--- src/design/pio_cfg.svh ---
// constants for the programmable i/o port: reset values and group size
// assumes inclusion by bare name from package or modules
`ifndef PIO_CFG_SVH
`define PIO_CFG_SVH
`define PIO_GROUP_SIZE      4
`define PIO_DIR_RESET       1'B0
`define PIO_VALUE_RESET     1'B0
`define PIO_PULLUP_RESET    1'B0
`define PIO_SYNC_RESET      1'B0
`endif

--- src/design/pio_pkg.sv ---
// types shared by the programmable i/o port modules
// assumes pio_cfg.svh is on the include path
`include "pio_cfg.svh"
package pio_pkg;
    // =============================================================
    // register select codes
    typedef enum logic [1:0] {
        PIO_SEL_DIR    = 2'H0,
        PIO_SEL_VALUE  = 2'H1,
        PIO_SEL_PULLUP = 2'H2,
        PIO_SEL_NONE   = 2'H3
    } pio_sel_t;
endpackage

--- src/design/pio_sync.sv ---
// two-flop synchroniser for a vector of pin levels
// assumes inputs are asynchronous to clock
`include "pio_cfg.svh"
module pio_sync #(
    parameter int WIDTH = 8
) (
    // clock and reset
    input  wire logic             clock,
    input  wire logic             nrst,
    // levels
    input  wire logic [WIDTH-1:0] async_in,
    output logic      [WIDTH-1:0] sync_out
);
    // =============================================================
    // stages
    logic [WIDTH-1:0] meta_reg;
    logic [WIDTH-1:0] sync_reg;

    always_ff @(posedge clock) begin
        if (!nrst) begin
            meta_reg <= {WIDTH{`PIO_SYNC_RESET}};
            sync_reg <= {WIDTH{`PIO_SYNC_RESET}};
        end else begin
            meta_reg <= async_in;
            sync_reg <= meta_reg;
        end
    end

    assign sync_out = sync_reg;
endmodule

--- src/design/pio_port.sv ---
// programmable i/o port: direction, output latch, grouped pull-ups
// assumes a local write/read port on the system clock; pins are external
// Functional notes
// - each line is set to input or output individually by its direction bit
// - pull-up enable is controlled per group of four adjacent lines
// - peripheral output enable turns on the driver regardless of direction bit
// - one direction bit per line; 0 means input
// - input line reads pin level; writes only update the output latch
// - output line reads back the output latch, not the pin
// - latch value drives the pin whenever the line is an output and its periph_oe bit is 0; with periph_oe 1 periph_out drives
// - one data bit per line for both writes and reads
// - pull-up active only for direction 0 lines with group select 1
// - pull-up ignores whether a peripheral or the port uses the pin
`include "pio_cfg.svh"
module pio_port #(
    parameter int LINES = 8
) (
    // clock and reset
    input  wire logic                                 clock,
    input  wire logic                                 nrst,
    // local register access
    input  wire logic                                 wr_en,
    input  wire pio_pkg::pio_sel_t                    wr_sel,
    input  wire logic [LINES-1:0]                     wr_data,
    input  wire pio_pkg::pio_sel_t                    rd_sel,
    output logic      [LINES-1:0]                     rd_data,
    // peripheral takeover
    input  wire logic [LINES-1:0]                     periph_oe,
    input  wire logic [LINES-1:0]                     periph_out,
    output logic      [LINES-1:0]                     periph_in,
    // pins
    input  wire logic [LINES-1:0]                     pin_in,
    output logic      [LINES-1:0]                     pin_out,
    output logic      [LINES-1:0]                     pin_oe,
    output logic      [LINES-1:0]                     pullup_en
);
    localparam int GROUPS = LINES / `PIO_GROUP_SIZE;

    // =============================================================
    // parameter check
    initial begin
        if (LINES < `PIO_GROUP_SIZE || (LINES % `PIO_GROUP_SIZE) != 0) begin
            $error("pio_port: LINES must be a positive multiple of the group size");
        end
    end

    // =============================================================
    // registers
    logic [LINES-1:0]  line_direction_reg;
    logic [LINES-1:0]  port_value_reg;
    logic [GROUPS-1:0] pullup_select_reg;
    logic [LINES-1:0]  rd_data_reg;
    logic [LINES-1:0]  rd_data_next;
    logic [LINES-1:0]  pin_sync;

    wire wr_dir    = wr_en && (wr_sel == pio_pkg::PIO_SEL_DIR);
    wire wr_value  = wr_en && (wr_sel == pio_pkg::PIO_SEL_VALUE);
    wire wr_pullup = wr_en && (wr_sel == pio_pkg::PIO_SEL_PULLUP);

    always_ff @(posedge clock) begin
        if (!nrst) begin
            line_direction_reg <= {LINES{`PIO_DIR_RESET}};
            port_value_reg     <= {LINES{`PIO_VALUE_RESET}};
            pullup_select_reg  <= {GROUPS{`PIO_PULLUP_RESET}};
            rd_data_reg        <= '0;
        end else begin
            if (wr_dir) begin
                line_direction_reg <= wr_data;
            end
            if (wr_value) begin
                port_value_reg <= wr_data;
            end
            if (wr_pullup) begin
                pullup_select_reg <= wr_data[GROUPS-1:0];
            end
            rd_data_reg <= rd_data_next;
        end
    end

    // =============================================================
    // pin sampling
    pio_sync #(
        .WIDTH    (LINES)
    ) u_sync (
        .clock    (clock),
        .nrst     (nrst),
        .async_in (pin_in),
        .sync_out (pin_sync)
    );

    // =============================================================
    // read path: per line, pin level for inputs, latch for outputs
    wire [LINES-1:0] value_view = (line_direction_reg & port_value_reg)
                                | (~line_direction_reg & pin_sync);
    wire [LINES-1:0] pullup_view;

    assign pullup_view = {{(LINES-GROUPS){1'B0}}, pullup_select_reg};

    always_comb begin
        rd_data_next = '0;
        unique case (rd_sel)
            pio_pkg::PIO_SEL_DIR:    rd_data_next = line_direction_reg;
            pio_pkg::PIO_SEL_VALUE:  rd_data_next = value_view;
            pio_pkg::PIO_SEL_PULLUP: rd_data_next = pullup_view;
            pio_pkg::PIO_SEL_NONE:   rd_data_next = '0;
        endcase
    end

    assign rd_data = rd_data_reg;

    // peripheral inputs see the synchronised pin; software keeps direction 0 for them
    assign periph_in = pin_sync;

    // =============================================================
    // pin drive and pull-ups
    assign pin_oe  = line_direction_reg | periph_oe;
    assign pin_out = (periph_oe & periph_out) | (~periph_oe & port_value_reg);

    // pull-up looks only at select and direction, never at periph_oe
    genvar g;
    generate
        for (g = 0; g < LINES; g = g + 1) begin : g_pull
            assign pullup_en[g] = pullup_select_reg[g / `PIO_GROUP_SIZE]
                                & ~line_direction_reg[g];
        end
    endgenerate
endmodule

--- config.mk ---
export PLATFORM = sky130hd
export DESIGN_NAME = pio_port
export DESIGN_NICKNAME = d
export VERILOG_FILES = /design/src/design/pio_pkg.sv /design/src/design/pio_sync.sv /design/src/design/pio_port.sv
export VERILOG_INCLUDE_DIRS = /design/src /design/src/design
export SDC_FILE = /design/constraint.sdc
export NUM_CORES = 1
export LEC_CHECK = 0
export BUFFER_PORTS_ARGS = -buffer_cell sky130_fd_sc_hd__buf_2
export CAP_MARGIN = 10
export CORE_MARGIN = 3
export CORE_UTILIZATION = 41
export CTS_BUF_LIST = sky130_fd_sc_hd__clkbuf_16
export CTS_CLUSTER_SIZE = 25
export DETAILED_ROUTE_END_ITERATION = 10
export PLACE_DENSITY_LB_ADDON = 0.15
export SYNTH_ARGS = -nofsm -noshare
export SYNTH_HDL_FRONTEND = slang
export SYNTH_SLANG_ARGS = --single-unit
--- constraint.sdc ---
create_clock -name clock -period 0.85 [get_ports clock]
set_clock_uncertainty 0.1 [all_clocks]
set_input_delay 0.1275 -clock clock [delete_from_list [all_inputs] [get_ports clock]]
set_output_delay 0.1275 -clock clock [all_outputs]
set_load 0.02 [all_outputs]
==> impl_metrics.csv, run 1 <==
group,metric,value,unit
run_status,status,"finished, violations left",
run_status,violations,"setup timing",
global_routing,use_met3,5.07,%
floorplan,initial_utilization,44.0,%
final_layout,diodes,0,
global_routing,grt_start_max_net_pins,20,
floorplan,die_w,69.6,µm
routing,wirelength,4740,µm
timing,holdWs,0.0288,ns
floorplan,core_area,0.00377,mm²
critical_path,cp-start-kind,"register",
synth,synth_top_area_cell,"dfxtp_1",
final_layout,fillers,239,
critical_path,end_kind,"output port",
critical_path,max_stage_delay,0.36,ns
global_routing,gr-total-overflow,0,
routing,vias,1567,
synth,synth_flop_cell,"dfxtp_1",
timing,hold_viol,0,
pwr,p_leak,0.00138,µW
synth,ys_seq_elements,42,
clock_network,cts.sinks,42,
timing,max_slew_margin,74.6,%
clock_network,numCtsBuffers,5,
synth,synth_fa_ha_area_share,0,%
synth,synth-async-reset-ratio,0,%
critical_path,required,0.62,ns
timing,finalCriticalPeriod,1.23,ns
critical_path,path_buf_inv,1,
timing,finalCritPeriodShare,145,%
synth,syn_area,0.00166,mm²
critical_path,crit_family,"flip-flops",
synth,ys_top_cells_by_area,"dfxtp_1 (51%), mux2i_1 (11%), nor2b_1 (10%)",
global_routing,busiest_layer,"met2",
synth,synth_compound_area_share,9.65,%
clock_network,cts_tree,"yes",
critical_path,cp_slowest_cell,"dfxtp_4",
pwr,ir_drop,0.00157,V
synth,synth_nets,202,
pwr,power_density,1560,mW/mm²
global_routing,antenna_found_initial,0,
synth,syn_inst,163,
place,port-buffer-count,78,
routing,postRouteAntennaNets,0,
routing,wl_per_cell,14.6,µm
clock_network,cts_htree_levels,2,
routing,vias_per_cell,4.82,
critical_path,cp_cell_sequence,"or2_4, buf_6",
global_routing,met2_usage,36.8,%
routing,drcViolationCount,0,
global_routing,grt_pass1_vias,1645,
floorplan,die_h,69.6,µm
hold_path,hold_path_class,"input port to register",
critical_path,worst-path-max-fanout,3,
final_layout,final_cell_mix,"buf_6 (54), buf_2 (34), dfxtp_2 (24)",
job,cap_violations,0,
synth,yosysUniqueCellTypes,20,
global_routing,grt_pass1_wl,7600,µm
timing,worstMarginPinSlew,0.380,ns
clock_network,path_clk_slew,0.06,ns
timing,setup_slack,-0.382,ns
synth,avgSynthCellArea,10.2,µm²
final_layout,drive_above_1_share,66.8,%
place,gp_congestion,0.763,
clock_network,clk_latency,0.28,ns
routing,drt_first_pass_iters,4,
timing,fmax,0.812,GHz
floorplan,die_area,0.00485,mm²
synth,synth_top_family_by_area,"simple AND/OR/NAND/NOR gates",
synth,ys_seq_area_share,50.7,%
final_layout,nets,315,
clock_network,cts_root_buf,"clkbuf_16",
global_routing,met1_usage,21.7,%
critical_path,arrival,1.00,ns
place,hpwl,2830,µm
final_layout,layout_commonest_cell,"buf_6",
critical_path,critPathKind,"register to output port",
synth,synthSimpleGateAreaFrac,23.1,%
synth,synth_top_area_share,50.7,%
synth,synth_edf_count,0,
synth,yosys.area_share.xor_xnor,0,%
floorplan,io_pins,79,
global_routing,grt.total_usage,19.8,%
timing,drv_slew,0,
timing,rsz0062_at_grt,"yes",
synth,yosys_warnings,0,
synth,synthMuxAreaShare,12.2,%
final_layout,final_core_util,80.3,%
clock_network,cts_buffer_depth,2,
final_layout,area_growth,82.5,%
floorplan,rows,22,
timing,setup_viol,54,
routing,drtIter0Drc,50,
-- timing repair --
action                                  in CTS  in global routing
pin swaps                                   19                  3
endpoints found under the setup margin      51                 63
setup buffers                               14                  3
hold buffers                                 8                  0
endpoints found under the hold margin        8                  0
resized for setup                          136                 17
-- cell families after synthesis --
logic type / after synthesis
buffers and inverters: 14
AO/OA/AOI/OAI: 24
multiplexers: 20
AND/OR/NAND/NOR: 63
flip-flops: 42
-- layer usage --
layer	vias up	part of all wire (%)
met2	46	55
met4	0	1.3
met1	739	39
met3	7	4.4
met5	-	0
li1	775	-
-- final cells by class --
cell class / count / area (µm²) / area share [%]
Clock buffer: 5 / 125 / 4.13
Multi-Input combinational cell: 107 / 890 / 29.4
Clock inverter: 3 / 13.8 / 0.455
Timing Repair Buffer: 114 / 1010 / 33.3
Tap cell: 48 / 60.1 / 1.98
Inverter: 6 / 22.5 / 0.744
Sequential cell: 42 / 908 / 30.0
-- power by group --
group	internal [µW]	total [µW]	switching [µW]	leakage, µW
logic	477	843	366	0.000941
clock network	1070	1780	718	0.0000748
registers	2030	2090	55.7	0.000362
-- metrics by stage --
stage,instances,setup TNS (ns),setup slack (ns),cell area (µm²),power (µW)
floorplan,163,-0.459,-0.0604,1750,2480
global placement,297,-7.39,-0.238,2280,2730
detailed placement,297,-7.79,-0.263,2280,2740
CTS,327,-10.38,-0.374,2980,4720
global route,325,-11.96,-0.407,3030,4900
finish,325,-10.23,-0.382,3030,4710
-- Yosys cell counts, types with 2 or more instances --
library cell  instances
o2bb2ai_1             2
clkbuf_1              3
o211a_1               2
nor2b_1              27
or2_2                 8
and2_1               16
a21oi_1               8
buf_4                 3
dfxtp_1              42
nand2_1               8
a311oi_1              6
nand3b_1              2
mux2_2                2
o21ai_0               6
inv_1                 6
mux2i_1              18
-- worst paths after layout --
kind,start,endpoint,slack (ns),depth (start not counted)
hold / removal,wr_data[7],port_value_reg[7],0.03,3
setup reg to reg,line_direction_reg[3],rd_data[3],-0.14,4
hold reg to reg,u_sync.meta_reg[2],u_sync.sync_out[2],0.33,1
setup / recovery,line_direction_reg[3],pin_oe[3],-0.38,2
-- worst register-to-register path, cell delays in order, from the launching register on --
cell      delay, ns
dfxtp_4        0.37
buf_6          0.10
buf_6          0.09
a21oi_2        0.03
a311oi_2       0.21
Note: power is estimated with default switching activity, not from simulation.
==> inputs of run 2 (changes only) <==
--- a/config.mk
+++ b/config.mk
@@ -7,8 +7,7 @@
 export NUM_CORES = 1
 export LEC_CHECK = 0
 export BUFFER_PORTS_ARGS = -buffer_cell sky130_fd_sc_hd__buf_2
-export CAP_MARGIN = 10
-export CORE_MARGIN = 3
+export CORE_MARGIN = 2
 export CORE_UTILIZATION = 41
 export CTS_BUF_LIST = sky130_fd_sc_hd__clkbuf_16
 export CTS_CLUSTER_SIZE = 25
==> constraint.sdc (replaced) <==
create_clock -name clock -period 0.85 [get_ports clock]
set_clock_uncertainty 0.1 [all_clocks]
set_input_delay 0.17 -clock clock [delete_from_list [all_inputs] [get_ports clock]]
set_output_delay 0.17 -clock clock [all_outputs]
set_load 0.02 [all_outputs]
==> run 2 against run 1 <==
The flow finishes with violations (hold timing, setup timing); register-to-register slack worse by 0.04 ns; sequential share of layout area decreased by 0.72 points; worst setup slack got worse by 0.052 ns; critical endpoint is now pin_out[0]; clock-buffer cell count is the same; cell area increased by 3.2%; maximum frequency fell by 4.0%; die area shrank 5.7%; power shrank 0.52%; critical path depth stayed put; routed wire length is 0.40% higher.
==> impl_metrics.csv, run 2 (synthesis gave the netlist of run 1 again) <==
group,metric,value,unit
clock_network,cts_root_buf,"clkbuf_16",
timing,fmax,0.779,GHz
critical_path,end_kind,"output port",
run_status,status,"finished, violations left",
clock_network,clk_latency,0.28,ns
timing,holdWs,-0.00945,ns
place,port-buffer-count,78,
global_routing,grt.total_usage,20.8,%
clock_network,cts.sinks,42,
timing,rsz0062_at_grt,"yes",
floorplan,die_w,67.6,µm
timing,worstMarginPinSlew,0.457,ns
clock_network,path_clk_slew,0.05,ns
global_routing,grt_pass1_wl,6750,µm
timing,hold_viol,8,
critical_path,cp-start-kind,"register",
routing,drtIter0Drc,43,
floorplan,io_pins,79,
final_layout,fin_area,0.00312,mm²
place,gp_congestion,0.757,
routing,vias_per_cell,4.67,
floorplan,core_area,0.00394,mm²
critical_path,worst-path-max-fanout,2,
routing,drt_first_pass_iters,2,
place,dpl_cell_area,0.00234,mm²
floorplan,die_area,0.00457,mm²
final_layout,nets,312,
pwr,p_leak,0.00139,µW
pwr,total_power,4690,µW
place,hpwl,2820,µm
job,cap_violations,0,
floorplan,rows,23,
global_routing,grt_start_max_net_pins,20,
critical_path,critPathKind,"register to output port",
final_layout,area_growth,88.3,%
timing,finalCriticalPeriod,1.28,ns
routing,drcViolationCount,0,
global_routing,gr-total-overflow,0,
clock_network,cts_buffer_depth,2,
clock_network,cts_tree,"yes",
final_layout,drive_above_1_share,71.1,%
global_routing,grt_pass1_vias,1496,
pwr,ir_drop,0.00158,V
routing,wirelength,4750,µm
timing,finalCritPeriodShare,151,%
clock_network,cts_htree_levels,2,
routing,vias,1507,
routing,postRouteAntennaNets,0,
hold_path,hold_path_class,"input port to register",
final_layout,final_cell_mix,"buf_6 (55), buf_2 (34), dfxtp_2 (20)",
floorplan,initial_utilization,42.1,%
run_status,violations,"hold timing, setup timing",
global_routing,antenna_found_initial,0,
critical_path,arrival,1.01,ns
timing,drv_slew,0,
pwr,power_density,1500,mW/mm²
clock_network,numCtsBuffers,5,
timing,setup_slack,-0.434,ns
final_layout,layout_commonest_cell,"buf_6",
final_layout,diodes,0,
timing,setup_viol,57,
floorplan,die_h,67.6,µm
routing,wl_per_cell,14.7,µm
timing,max_slew_margin,69.5,%
critical_path,required,0.58,ns
==> run 2: cell count changes in the layout (fill, tap and decap cells not counted), moves of 3 or more <==
cell / delta
dfxtp_2: -4
o21ai_4: +5
dlygate4sd3_1: -7
a21oi_4: +4
a311oi_1: -3
a311oi_2: +3
dfxtp_4: +3
o21ai_2: -5
==> run 2: worst max-delay path, cell delays in order, from the launching register on <==
cell     delay [ns]
dfxtp_2        0.32
mux2_4         0.28
buf_6          0.13
==> run 2: path summary, 6_finish.rpt <==
path,from,to,slack (ns),cells after the start
max reg2reg,line_direction_reg[2],rd_data[2],-0.18,4
max,port_value_reg[0],pin_out[0],-0.43,2
min,pin_in[6],u_sync.meta_reg[6],-0.009,2
min reg2reg,u_sync.meta_reg[6],u_sync.sync_out[6],0.33,1
==> run 2: per-stage QoR <==
stage / utilization (%) / setup WS [ns] / cells / TNS, ns
2_1_floorplan: - / -0.0923 / 163 / -1.12
3_3_place_gp: 59.3 / -0.269 / 301 / -9.05
3_5_place_dp: 59.3 / -0.295 / 301 / -9.40
4_1_cts: 74.9 / -0.421 / 318 / -12.27
5_1_grt: 79.2 / -0.448 / 323 / -14.39
6_report: 79.2 / -0.434 / 323 / -12.80
==> run 2: final cells by class <==
class | count | area, µm²
inverter | 6 | 22.5
fill | 236 | 818
timing repair buffer | 111 | 995
tap | 50 | 62.6
clock inverter | 2 | 7.51
sequential | 42 | 915
clock buffer | 5 | 125
multi-input combinational | 107 | 997
==> run 2: report_power, final <==
| part | internal [µW] | switching [µW] |
|---|---|---|
| Combinational | 495 | 397 |
| Sequential | 2020 | 58.8 |
| Clock | 1050 | 665 |
| Total | 3570 | 1120 |
==> run 2: what timing repair did <==
item	4_1_cts	5_1_grt
setup buffers	11	10
endpoints found under the setup margin	52	63
pin swaps	13	7
hold endpoints to repair	8	3
gates resized for setup	140	35
==> run 2: metal layers <==
metal	vias to the layer above	share of wire (%)	GRT usage, %
met1	694	40	23.5
met3	7	4.1	4.83
met4	0	1.7	10.7
li1	762	-	-
met2	44	54	36.2
met5	-	0	0
==> inputs of run 3 (changes only) <==
--- a/config.mk
+++ b/config.mk
@@ -7,6 +7,7 @@
 export NUM_CORES = 1
 export LEC_CHECK = 0
 export BUFFER_PORTS_ARGS = -buffer_cell sky130_fd_sc_hd__buf_2
+export CAP_MARGIN = 20
 export CORE_MARGIN = 2
 export CORE_UTILIZATION = 41
 export CTS_BUF_LIST = sky130_fd_sc_hd__clkbuf_16
==> constraint.sdc (replaced) <==
create_clock -name clock -period 0.85 [get_ports clock]
set_clock_uncertainty 0.1 [all_clocks]
set_input_delay 0.17 -clock clock [delete_from_list [all_inputs] [get_ports clock]]
set_output_delay 0.17 -clock clock [all_outputs]
set_load 0.005 [all_outputs]
==> run 3 against run 2 <==
Critical path depth did not move; cell count rose by 2.2%; die area did not move; first-iteration DRC count rose by 33%; largest power group unchanged; the flow still finishes with violations (hold timing, setup timing); register-to-register slack improved by 0.02 ns; highest routed layer unchanged; combinational power fell by 21%; sequential cell count did not move; clock power rose by 22%.
==> impl_metrics.csv, run 3 (synthesis gave the netlist of run 1 again) <==
group,metric,value,unit
pwr,power_density,1660,mW/mm²
floorplan,initial_utilization,42.1,%
routing,drcViolationCount,0,
timing,finalCritPeriodShare,147,%
pwr,p_leak,0.00140,µW
final_layout,fin_area,0.00293,mm²
final_layout,final_cell_mix,"buf_2 (60), buf_6 (38), nor2b_1 (26)",
clock_network,cts_tree,"yes",
clock_network,clk_latency,0.28,ns
critical_path,arrival,0.98,ns
floorplan,die_w,67.6,µm
place,dp.cells,303,
final_layout,layout_commonest_cell,"buf_2",
clock_network,cts_buffer_depth,2,
global_routing,grt_pass1_wl,6200,µm
timing,finalCriticalPeriod,1.25,ns
floorplan,die_area,0.00457,mm²
hold_path,hold_path_class,"input port to register",
routing,wl_per_cell,13.1,µm
floorplan,core_area,0.00394,mm²
routing,drtIter0Drc,57,
clock_network,numCtsBuffers,5,
global_routing,gr-total-overflow,0,
routing,vias_per_cell,4.64,
place,port-buffer-count,78,
final_layout,instances_no_fill,330,
final_layout,final_core_util,74.3,%
final_layout,nets,318,
critical_path,cp-start-kind,"register",
run_status,violations,"hold timing, setup timing",
timing,setup_viol,55,
timing,setup_slack,-0.397,ns
timing,fmax,0.802,GHz
final_layout,drive_above_1_share,65.7,%
timing,rsz0062_at_grt,"yes",
floorplan,io_pins,79,
clock_network,cts_root_buf,"clkbuf_16",
job,cap_violations,0,
floorplan,rows,23,
timing,worstMarginPinSlew,0.469,ns
critical_path,r2r_slack,-0.16,ns
place,dpl_cell_area,0.00228,mm²
place,gp_congestion,0.708,
global_routing,antenna_found_initial,0,
timing,max_slew_margin,68.8,%
critical_path,worst-path-max-fanout,2,
critical_path,critPathKind,"register to output port",
routing,wirelength,4310,µm
final_layout,area_growth,76.5,%
routing,vias,1531,
clock_network,cts_htree_levels,2,
routing,postRouteAntennaNets,0,
global_routing,grt_start_max_net_pins,37,
timing,hold_viol,5,
clock_network,cts.sinks,42,
pwr,ir_drop,0.00132,V
run_status,status,"finished, violations left",
global_routing,grt.total_usage,18.8,%
final_layout,diodes,0,
global_routing,grt_pass1_vias,1400,
timing,holdWs,-0.00758,ns
timing,drv_slew,0,
routing,drt_first_pass_iters,4,
critical_path,end_kind,"output port",
clock_network,path_clk_slew,0.06,ns
floorplan,die_h,67.6,µm
pwr,total_power,4870,µW
critical_path,required,0.58,ns
place,hpwl,2690,µm
## run 3: area by class of cell
class                   count  area, µm²
fillers                   279       1010
repair buffers            117        916
flip-flops and latches     42        886
multi-input cells         107        880
clock buffers               5        125
well taps                  50       62.6
clock inverters             3       37.5
inverters                   6       22.5
## run 3: power by group
part / total [µW] / internal (µW) / switching (µW)
Sequential: 2090 / 2040 / 43.3
Clock: 2080 / 1360 / 721
Combinational: 705 / 435 / 270
Total: 4870 / 3840 / 1030
## run 3: critical path, stage by stage, from the launching register on
cell and delay, ns:
dfxtp_2 0.32, mux2_4 0.27, buf_6 0.12
## run 3: per-layer routing
layer / GRT usage [%] / wire (µm) / vias up
met1: 21.8 / 1860 / 703
met2: 32.0 / 2180 / 44
met3: 4.50 / 205 / 6
met4: 9.18 / 63 / 0
met5: 0 / 0 / -
li1: - / - / 778
## run 3: metrics by stage
step,setup TNS (ns),worst slack (ns)
2_1_floorplan,-0.828,-0.0923
3_3_place_gp,-8.11,-0.274
3_5_place_dp,-8.56,-0.305
4_1_cts,-11.32,-0.395
5_1_grt,-13.34,-0.419
6_report,-11.41,-0.397
## run 3: repair_timing
| action | 4_1_cts | 5_1_grt |
|---|---|---|
| setup buffers | 13 | 11 |
| setup endpoints to repair | 49 | 63 |
| resized for setup | 78 | 31 |
| hold endpoints to repair | 6 | 2 |
| pin swaps | 20 | 6 |
## run 3: worst paths after layout
check | start | endpoint | cells after the start
worst min-delay path | pin_in[1] | u_sync.meta_reg[1] | 2
worst max register to register | u_sync.sync_out[1] | rd_data[1] | 4
worst min register to register | u_sync.meta_reg[5] | u_sync.sync_out[5] | 1
worst max-delay path | port_value_reg[0] | pin_out[0] | 2
